File: config.mk
export PLATFORM = sky130hd
export DESIGN_NAME = otpb_ctrl
export DESIGN_NICKNAME = d
export VERILOG_FILES = /design/src/inc/otpb_pkg.sv /design/src/verilog/otpb_ctrl.sv
export VERILOG_INCLUDE_DIRS = /design/src /design/src/inc
export SDC_FILE = /design/constraint.sdc
export NUM_CORES = 1
export LEC_CHECK = 0
export BUFFER_PORTS_ARGS = -buffer_cell sky130_fd_sc_hd__buf_4
export CORE_MARGIN = 4
export CORE_UTILIZATION = 35
export DETAILED_ROUTE_END_ITERATION = 16
export GPL_TIMING_DRIVEN = 0
export PLACE_DENSITY = 0.62
export SKIP_LAST_GASP = 1
export SLEW_MARGIN = 0
export SYNTH_ARGS = -nofsm -noshare
export SYNTH_HDL_FRONTEND = slang
export SYNTH_SLANG_ARGS = --single-unit
File: constraint.sdc
create_clock -name CLOCK_IN -period 2.3 [get_ports CLOCK_IN]
set_input_delay 0.575 -clock CLOCK_IN [delete_from_list [all_inputs] [get_ports CLOCK_IN]]
set_output_delay 0.575 -clock CLOCK_IN [all_outputs]
set_load 0.1 [all_outputs]
File: src/inc/otpb_map.svh
// constants for the fuse burn and verify sequencer
// Operation
// write both config words after power cycle
// stage config word one with bit 0 zero
// read measured angle at zero position
// split angle into low and high offsets
// read back four words, compare, skip factory bit
// enable fuse access only after first match
// start burn by setting burn start bit
// poll program control until done value
// clear every volatile copy location to zero
// then select the guard band
// reload fuses into volatile copy
// second compare under guard band, mandatory
// guard band failure: never burn again
// third compare after new power cycle
// guard band only within sequence, one hour
// abort before burn on mismatch; report result
`ifndef OTPB_MAP_SVH
`define OTPB_MAP_SVH
`define OTPB_DEV_ZH       14'h0016
`define OTPB_DEV_ZL       14'h0017
`define OTPB_DEV_CFG1     14'h0018
`define OTPB_DEV_CFG2     14'h0019
`define OTPB_DEV_PROG     14'h0003
`define OTPB_DEV_ANGLE    14'h3fff
`define OTPB_PROG_EN      16'h0001
`define OTPB_PROG_RELOAD  16'h0004
`define OTPB_PROG_BURN    16'h0008
`define OTPB_PROG_GB      16'h0040
`define OTPB_PROG_DONE    16'h0001
`define OTPB_FACTORY_MASK 8'hfe
`define OTPB_R_CTRL       8'h00
`define OTPB_R_CFG1       8'h04
`define OTPB_R_CFG2       8'h08
`define OTPB_R_STATUS     8'h0c
`define OTPB_R_ANGLE      8'h10
`define OTPB_R_IRQ_STAT   8'h14
`define OTPB_R_IRQ_CLR    8'h18
`define OTPB_R_IRQ_EN     8'h1c
`define OTPB_CTRL_START   0
`define OTPB_IRQ_PASS     0
`define OTPB_IRQ_FAIL     1
`define OTPB_CLK_MHZ      25
`define OTPB_PWR_OFF_US   100
`define OTPB_PWR_UP_US    1000
`define OTPB_GUARD_S      3600
`endif

File: src/inc/otpb_pkg.sv
// types for the fuse burn and verify sequencer
package otpb_pkg;
  typedef enum logic [4:0] {
    ST_IDLE, ST_PWR_OFF, ST_PWR_UP, ST_WR_CFG1, ST_WR_CFG2, ST_RD_ANGLE,
    ST_WR_ZL, ST_WR_ZH, ST_RD_CHK, ST_CHK_END, ST_WR_EN, ST_WR_BURN,
    ST_POLL, ST_CLEAR, ST_WR_GB, ST_WR_RELOAD, ST_PASS, ST_FAIL
  } otpb_state_e;
  typedef logic [1:0] otpb_stage_t;
endpackage

File: src/verilog/otpb_ctrl.sv
// host sequencer that burns and verifies the sensor's fuse memory
`timescale 1ns/1ps
`include "otpb_map.svh"
module otpb_ctrl #(
  parameter int unsigned     PWR_OFF_CYC = `OTPB_PWR_OFF_US * `OTPB_CLK_MHZ,
  parameter int unsigned     PWR_UP_CYC  = `OTPB_PWR_UP_US * `OTPB_CLK_MHZ,
  parameter logic [39:0]     GUARD_CYC   = 40'(`OTPB_GUARD_S) * 40'(`OTPB_CLK_MHZ) * 40'd1000000
) (
  input  wire logic        CLOCK_IN,
  input  wire logic        RESETN_IN,
  input  wire logic [7:0]  REG_ADDR_IN,
  input  wire logic [31:0] REG_WDATA_IN,
  input  wire logic        REG_WR_IN,
  input  wire logic        REG_RD_IN,
  output logic      [31:0] REG_RDATA_OUT,
  output logic             IRQ_OUT,
  output logic             DEV_PWR_EN_OUT,
  output logic             DEV_REQ_OUT,
  output logic             DEV_WE_OUT,
  output logic      [13:0] DEV_ADDR_OUT,
  output logic      [15:0] DEV_WDATA_OUT,
  input  wire logic        DEV_ACK_IN,
  input  wire logic [15:0] DEV_RDATA_IN
);
  otpb_pkg::otpb_state_e state_ff, nxt_state;
  otpb_pkg::otpb_stage_t stage_ff;
  logic [1:0]  idx_ff;
  logic [31:0] tmr_ff;
  logic [39:0] guard_ff;
  logic [7:0]  cfg1_ff, cfg2_ff;
  logic [13:0] angle_ff;
  logic        mism_ff, burned_ff, pass_ff, fail_ff, stage1_ok_ff, cleared_ff, gb_ff;
  logic [1:0]  irq_stat_ff, irq_en_ff;
  logic        req_ff, we_ff;
  logic [13:0] addr_ff;
  logic [15:0] wdata_ff;
  logic        acc, acc_we;
  logic [13:0] acc_addr;
  logic [15:0] acc_wdata;
  logic        fire, busy, start, rd_mism, gto;
  logic [13:0] chk_addr;
  logic [7:0]  chk_exp, chk_mask;

  assign fire  = req_ff && DEV_ACK_IN;
  assign busy  = (state_ff != otpb_pkg::ST_IDLE);
  assign start = REG_WR_IN && (REG_ADDR_IN == `OTPB_R_CTRL) && REG_WDATA_IN[`OTPB_CTRL_START];
  assign gto   = (guard_ff >= GUARD_CYC);

  // comparison target for each of the four read-back words
  always_comb begin
    chk_addr = `OTPB_DEV_ZH;
    chk_exp  = angle_ff[13:6];
    chk_mask = 8'hff;
    case (idx_ff)
      2'd0: begin
        chk_addr = `OTPB_DEV_ZH;
        chk_exp  = angle_ff[13:6];
      end
      2'd1: begin
        chk_addr = `OTPB_DEV_ZL;
        chk_exp  = {2'h0, angle_ff[5:0]};
      end
      2'd2: begin
        chk_addr = `OTPB_DEV_CFG1;
        chk_exp  = cfg1_ff;
        chk_mask = `OTPB_FACTORY_MASK;
      end
      default: begin
        chk_addr = `OTPB_DEV_CFG2;
        chk_exp  = cfg2_ff;
      end
    endcase
  end
  assign rd_mism = ((DEV_RDATA_IN[7:0] ^ chk_exp) & chk_mask) != 8'h00;

  // device access requested by the current state
  always_comb begin
    acc       = 1'b1;
    acc_we    = 1'b1;
    acc_addr  = `OTPB_DEV_PROG;
    acc_wdata = 16'h0000;
    case (state_ff)
      otpb_pkg::ST_WR_CFG1: begin
        acc_addr  = `OTPB_DEV_CFG1;
        acc_wdata = {8'h00, cfg1_ff & `OTPB_FACTORY_MASK};
      end
      otpb_pkg::ST_WR_CFG2: begin
        acc_addr  = `OTPB_DEV_CFG2;
        acc_wdata = {8'h00, cfg2_ff};
      end
      otpb_pkg::ST_RD_ANGLE: begin
        acc_we   = 1'b0;
        acc_addr = `OTPB_DEV_ANGLE;
      end
      otpb_pkg::ST_WR_ZL: begin
        acc_addr  = `OTPB_DEV_ZL;
        acc_wdata = {10'h000, angle_ff[5:0]};
      end
      otpb_pkg::ST_WR_ZH: begin
        acc_addr  = `OTPB_DEV_ZH;
        acc_wdata = {8'h00, angle_ff[13:6]};
      end
      otpb_pkg::ST_RD_CHK: begin
        acc_we   = 1'b0;
        acc_addr = chk_addr;
      end
      otpb_pkg::ST_WR_EN:     acc_wdata = `OTPB_PROG_EN;
      otpb_pkg::ST_WR_BURN:   acc_wdata = `OTPB_PROG_BURN;
      otpb_pkg::ST_POLL:      acc_we = 1'b0;
      otpb_pkg::ST_CLEAR:     acc_addr = chk_addr;
      otpb_pkg::ST_WR_GB:     acc_wdata = `OTPB_PROG_GB;
      otpb_pkg::ST_WR_RELOAD: acc_wdata = `OTPB_PROG_RELOAD;
      default:                acc = 1'b0;
    endcase
  end

  // request held until acknowledged, then one idle cycle before the next
  always_ff @(posedge CLOCK_IN or negedge RESETN_IN) begin
    if (!RESETN_IN) begin
      req_ff   <= 1'b0;
      we_ff    <= 1'b0;
      addr_ff  <= 14'h0000;
      wdata_ff <= 16'h0000;
    end else begin
      req_ff   <= acc && !fire;
      we_ff    <= acc_we;
      addr_ff  <= acc_addr;
      wdata_ff <= acc_wdata;
    end
  end
  assign DEV_REQ_OUT   = req_ff;
  assign DEV_WE_OUT    = we_ff;
  assign DEV_ADDR_OUT  = addr_ff;
  assign DEV_WDATA_OUT = wdata_ff;

  always_comb begin
    nxt_state = state_ff;
    case (state_ff)
      otpb_pkg::ST_IDLE:
        if (start && !burned_ff) nxt_state = otpb_pkg::ST_PWR_OFF;
      otpb_pkg::ST_PWR_OFF:
        if (tmr_ff >= PWR_OFF_CYC - 1) nxt_state = otpb_pkg::ST_PWR_UP;
      otpb_pkg::ST_PWR_UP:
        if (tmr_ff >= PWR_UP_CYC - 1)
          nxt_state = (stage_ff == 2'd3) ? otpb_pkg::ST_RD_CHK : otpb_pkg::ST_WR_CFG1;
      otpb_pkg::ST_WR_CFG1:  if (fire) nxt_state = otpb_pkg::ST_WR_CFG2;
      otpb_pkg::ST_WR_CFG2:  if (fire) nxt_state = otpb_pkg::ST_RD_ANGLE;
      otpb_pkg::ST_RD_ANGLE: if (fire) nxt_state = otpb_pkg::ST_WR_ZL;
      otpb_pkg::ST_WR_ZL:    if (fire) nxt_state = otpb_pkg::ST_WR_ZH;
      otpb_pkg::ST_WR_ZH:    if (fire) nxt_state = otpb_pkg::ST_RD_CHK;
      otpb_pkg::ST_RD_CHK:   if (fire && idx_ff == 2'd3) nxt_state = otpb_pkg::ST_CHK_END;
      otpb_pkg::ST_CHK_END: begin
        if (mism_ff || (stage_ff == 2'd2 && gto)) nxt_state = otpb_pkg::ST_FAIL;
        else if (stage_ff == 2'd1) nxt_state = otpb_pkg::ST_WR_EN;
        else if (stage_ff == 2'd2) nxt_state = otpb_pkg::ST_PWR_OFF;
        else nxt_state = otpb_pkg::ST_PASS;
      end
      otpb_pkg::ST_WR_EN:   if (fire) nxt_state = otpb_pkg::ST_WR_BURN;
      otpb_pkg::ST_WR_BURN: if (fire) nxt_state = otpb_pkg::ST_POLL;
      otpb_pkg::ST_POLL:
        if (fire && DEV_RDATA_IN == `OTPB_PROG_DONE) nxt_state = otpb_pkg::ST_CLEAR;
      otpb_pkg::ST_CLEAR:     if (fire && idx_ff == 2'd3) nxt_state = otpb_pkg::ST_WR_GB;
      otpb_pkg::ST_WR_GB:     if (fire) nxt_state = otpb_pkg::ST_WR_RELOAD;
      otpb_pkg::ST_WR_RELOAD: if (fire) nxt_state = otpb_pkg::ST_RD_CHK;
      otpb_pkg::ST_PASS:      nxt_state = otpb_pkg::ST_IDLE;
      otpb_pkg::ST_FAIL:      nxt_state = otpb_pkg::ST_IDLE;
      default:                nxt_state = otpb_pkg::ST_IDLE;
    endcase
  end

  always_ff @(posedge CLOCK_IN or negedge RESETN_IN) begin
    if (!RESETN_IN) state_ff <= otpb_pkg::ST_IDLE;
    else state_ff <= nxt_state;
  end

  // stage, word index, power timer and power switch
  always_ff @(posedge CLOCK_IN or negedge RESETN_IN) begin
    if (!RESETN_IN) begin
      stage_ff       <= 2'd0;
      idx_ff         <= 2'd0;
      tmr_ff         <= 32'h0;
      DEV_PWR_EN_OUT <= 1'b1;
    end else begin
      if (nxt_state != state_ff) tmr_ff <= 32'h0;
      else tmr_ff <= tmr_ff + 32'h1;
      if (nxt_state != state_ff) idx_ff <= 2'd0;
      else if (fire) idx_ff <= idx_ff + 2'd1;
      if (state_ff == otpb_pkg::ST_IDLE && nxt_state == otpb_pkg::ST_PWR_OFF) stage_ff <= 2'd1;
      else if (state_ff == otpb_pkg::ST_WR_RELOAD && fire) stage_ff <= 2'd2;
      else if (state_ff == otpb_pkg::ST_CHK_END && nxt_state == otpb_pkg::ST_PWR_OFF)
        stage_ff <= 2'd3;
      DEV_PWR_EN_OUT <= (nxt_state != otpb_pkg::ST_PWR_OFF);
    end
  end

  // captured angle, mismatch accumulation and sequence flags
  always_ff @(posedge CLOCK_IN or negedge RESETN_IN) begin
    if (!RESETN_IN) begin
      angle_ff     <= 14'h0000;
      mism_ff      <= 1'b0;
      burned_ff    <= 1'b0;
      stage1_ok_ff <= 1'b0;
      cleared_ff   <= 1'b0;
      gb_ff        <= 1'b0;
      guard_ff     <= 40'h0;
    end else begin
      if (state_ff == otpb_pkg::ST_RD_ANGLE && fire) angle_ff <= DEV_RDATA_IN[13:0];
      if (state_ff != otpb_pkg::ST_RD_CHK && nxt_state == otpb_pkg::ST_RD_CHK) mism_ff <= 1'b0;
      else if (state_ff == otpb_pkg::ST_RD_CHK && fire && rd_mism) mism_ff <= 1'b1;
      if (state_ff == otpb_pkg::ST_CHK_END && stage_ff == 2'd1 && !mism_ff)
        stage1_ok_ff <= 1'b1;
      else if (state_ff == otpb_pkg::ST_IDLE) stage1_ok_ff <= 1'b0;
      if (state_ff == otpb_pkg::ST_WR_BURN && fire) burned_ff <= 1'b1;
      if (state_ff == otpb_pkg::ST_CLEAR && fire && idx_ff == 2'd3) cleared_ff <= 1'b1;
      else if (state_ff == otpb_pkg::ST_IDLE) cleared_ff <= 1'b0;
      if (state_ff == otpb_pkg::ST_WR_GB && fire) gb_ff <= 1'b1;
      else if (state_ff == otpb_pkg::ST_PWR_OFF) gb_ff <= 1'b0;
      if (state_ff == otpb_pkg::ST_WR_BURN) guard_ff <= 40'h0;
      else if (!gto) guard_ff <= guard_ff + 40'h1;
    end
  end

  // software registers
  always_ff @(posedge CLOCK_IN or negedge RESETN_IN) begin
    if (!RESETN_IN) begin
      cfg1_ff <= 8'h00;
      cfg2_ff <= 8'h00;
      pass_ff <= 1'b0;
      fail_ff <= 1'b0;
    end else begin
      if (REG_WR_IN && !busy && REG_ADDR_IN == `OTPB_R_CFG1) cfg1_ff <= REG_WDATA_IN[7:0];
      if (REG_WR_IN && !busy && REG_ADDR_IN == `OTPB_R_CFG2) cfg2_ff <= REG_WDATA_IN[7:0];
      if (state_ff == otpb_pkg::ST_IDLE && nxt_state == otpb_pkg::ST_PWR_OFF) begin
        pass_ff <= 1'b0;
        fail_ff <= 1'b0;
      end else begin
        if (state_ff == otpb_pkg::ST_PASS) pass_ff <= 1'b1;
        if (state_ff == otpb_pkg::ST_FAIL) fail_ff <= 1'b1;
      end
    end
  end

  // sticky events; a new event beats a clear in the same cycle
  always_ff @(posedge CLOCK_IN or negedge RESETN_IN) begin
    if (!RESETN_IN) begin
      irq_stat_ff <= 2'b00;
      irq_en_ff   <= 2'b00;
    end else begin
      irq_stat_ff <= (irq_stat_ff & ~((REG_WR_IN && REG_ADDR_IN == `OTPB_R_IRQ_CLR) ?
                     REG_WDATA_IN[1:0] : 2'b00))
                     | {state_ff == otpb_pkg::ST_FAIL, state_ff == otpb_pkg::ST_PASS};
      if (REG_WR_IN && REG_ADDR_IN == `OTPB_R_IRQ_EN) irq_en_ff <= REG_WDATA_IN[1:0];
    end
  end
  assign IRQ_OUT = |(irq_stat_ff & irq_en_ff);

  always_ff @(posedge CLOCK_IN or negedge RESETN_IN) begin
    if (!RESETN_IN) REG_RDATA_OUT <= 32'h0;
    else if (!REG_RD_IN) REG_RDATA_OUT <= 32'h0;
    else begin
      case (REG_ADDR_IN)
        `OTPB_R_CFG1:     REG_RDATA_OUT <= {24'h0, cfg1_ff};
        `OTPB_R_CFG2:     REG_RDATA_OUT <= {24'h0, cfg2_ff};
        `OTPB_R_STATUS:   REG_RDATA_OUT <= {21'h0, state_ff, stage_ff, burned_ff,
                                            fail_ff, pass_ff, busy};
        `OTPB_R_ANGLE:    REG_RDATA_OUT <= {18'h0, angle_ff};
        `OTPB_R_IRQ_STAT: REG_RDATA_OUT <= {30'h0, irq_stat_ff};
        `OTPB_R_IRQ_EN:   REG_RDATA_OUT <= {30'h0, irq_en_ff};
        default:          REG_RDATA_OUT <= 32'h0;
      endcase
    end
  end

  logic dev_wr;
  assign dev_wr = req_ff && we_ff;
endmodule

==> summary.txt <==
Worst Path Required - 2630 ps
Yosys reg bits - 150
Starting density of the core - 35.8%
Failing checks - negative setup slack
Number of diodes - 0
First-pass GRT wire length - 39200 um
Most common cell after layout, fill and taps aside - buf_4
Largest family of logic cells by synthesized area - simple AND/OR/NAND/NOR gates
Detailed-placement wirelength estimate - 16900 um
Startpoint types - register
Status - finished, violations left
DRT Wirelength - 25300 um
# nets final - 1112
CTS tree - yes
Largest net degree at the start of global routing - 96
Post-Synth Adder-Cell Area - 1.57%
Simple-gate area share of the yosys netlist - 24.9%
Final WS setup - -258 ps
Post-synthesis mux area share - 6.58%
Io pins - 127
Crit end category - register
Pleak - 0.00515 uW
Crit path kind - reg2reg
DR vias - 7422
Post-DRT Antenna Nets - 0
Die H - 166 um
Row cnt - 57
Most frequent cells in the layout - 150 x buf_4, 139 x dfrtp_1, 78 x nor2_1
Post-Synth XOR/XNOR Area - 6.58%
RSZ-0062 raised after global routing - true
Fin cells - 1376
# hold bufs at CTS - 0
Tcrit/Tclk final - 111%
Total GRT Usage - 17.4%
DRC violations left - 0
Min Tclk post-route - 2560 ps
R2r setup slk - -260 ps
Avg WL per Cell - 18.4 um
Syn Std Cell Area - 8760 um2
Worst-Skew Late Latency - 430 ps
Antenna violations before repair - 0
Starting DRT DRC Count - 744
Final hold vios - 0
Top cell type's share of synthesized area - 42.6%
TritonCTS Buffers - 17
Synth Area in Compound Gates - 10.8%
Clk root buf - clkbuf_16
Mapped Cells - 882
Syn. warnings - 0
Fmax - 0.391 GHz
I/O Buffers - 73
Post-synth top area cell - dfrtp_1
Pwr dens - 1010 nW/um2
Max clock buf depth - 2
Slew HR - 54.7%
Max H-tree Level - 4
Routed vias/inst - 5.39
Die W - 166 um
Worst endpoint data arrival time - 2890 ps
Peak VDD IR - 0.619 mV
Grt total ovfl - 0
Synth Flop Type - dfrtp_1
Largest cells by area after synthesis - dfrtp_1 43%, mux2_2 5.8%, xnor2_1 5.6%
Fraction of layout cells with a size suffix above 1 - 36.8%
Placed cells - 1305
First-pass iteration count of the detailed router - 6
Clock Pin Slew Worst Setup and Hold Paths - 60 ps
Mean Syn Cell Area - 9.93 um2
Critical path peak fanout - 6
Worst Skew - 14.5 ps
Vias in the first global route - 7135
Total of max-cap violations - 0
Final setup vio count - 49
Worst-margin pin slew - 676 ps
Number of flops mapped to enable cells by yosys - 0
HP Class - in2async
Area growth syn-to-layout - 32.4%
Synth async-reset ratio - 100%
Clock sinks - 150
Synth cell types - 75
Final core occ - 47.4%
PnR Total Power - 11800 uW
Fin. max-slew vios - 0
Post-synthesis sequential area ratio - 42.9%
DIE AREA - 27600 um2
Core area - 24500 um2
GP Congestion - 0.897
-- worst paths after layout --
path | startpoint | endpoint | cells past startpoint
hold / removal | RESETN_IN | REG_RDATA_OUT[12] | 1
hold reg to reg | pass_ff | pass_ff | 1
setup reg to reg | tmr_ff[12] | tmr_ff[12] | 8
max in group asynchronous | RESETN_IN | stage_ff[0] | 2
min in group CLOCK_IN | REG_WDATA_IN[2] | cfg2_ff[2] | 2
setup / recovery | tmr_ff[12] | tmr_ff[12] | 8
-- repair_timing --
item                                    in CTS  in global routing
pin swaps                                   17                 38
gates resized for setup                     60                106
gates cloned                                 1                  4
endpoints found under the hold margin        0                  0
endpoints found under the setup margin     111                 82
setup buffers                               27                 17
-- layout make-up --
class,count,area [um2]
repair buffers,122,983
well taps,324,405
plain buffers,76,578
inverters,26,97.6
clock inverters,10,120
clock buffers,21,470
fillers,2279,12900
multi-input cells,647,5180
flip-flops and latches,150,3770
-- registers in the layout, indices dropped and copies added, names as in the netlist, 2 cells and up --
| register | cells |
|---|---|
| stage_ff | 2 |
| irq_stat_ff | 2 |
| angle_ff | 14 |
| cfg2_ff | 8 |
| DEV_WDATA_OUT | 8 |
| state_ff | 5 |
| cfg1_ff | 8 |
| tmr_ff | 32 |
| idx_ff | 2 |
| DEV_ADDR_OUT | 6 |
| irq_en_ff | 2 |
| guard_ff | 40 |
| REG_RDATA_OUT | 14 |
-- through the flow --
step / worst slack, ps / TNS (ps) / area, um2 / hold slack (ps)
global placement: -1120 / -90730 / 9870 / 475
global route: -407 / -15970 / 11600 / 151
CTS: -253 / -7610 / 10900 / 118
floorplan: -144 / -3060 / 8920 / 279
detailed placement: -1080 / -70850 / 9900 / 500
finish: -258 / -8100 / 11600 / 116
-- cells by family after synthesis --
group / Yosys count
xor gates and xnor gates: 65
DFF: 150
adders and majority gates: 11
AOI/OAI and AO/OA: 136
other: 1
muxes: 52
buffers and inverters: 110
and+or+nand+nor: 357
-- synth_stat cells (all sizes together) (4+ instances only) --
cell type  count
xnor2         56
a22o           8
nand3         32
a222oi         5
nand2b         8
mux2          45
or3           15
mux2i          7
buf           56
and3          15
ha            11
nor3          35
o21ai         34
nand4         18
dfrtp        149
a22oi         17
and4           5
or2            5
xor2           9
nor2b         14
nand2         54
nor4          22
and4bb         4
a21oi         32
inv           26
nor4b         29
nor2          82
and2           8
o211ai         6
clkbuf        28
-- power by group --
part / internal, uW / switching (uW)
clock: 1690 / 1170
combinational: 2100 / 3400
sequential: 3010 / 404
total: 6800 / 4970
-- layer usage --
layer  GRT usage, %  part of all wire [%]  up-vias
met5              0                     0        -
met4           5.27                   2.1        0
met3           4.21                   7.3       45
met2           25.8                    45      284
met1           25.2                    45     3665
li1               -                     -     3428
-- critical path: stages (launching register included) --
cell	delay, ps
dfrtp_2	450
nor4_2	310
o221ai_2	170
a211oi_4	350
o22ai_4	130
xor2_1	160
o311a_4	470
buf_12	170
nor4bb_4	250
Power figures use the tool's default switching activity.
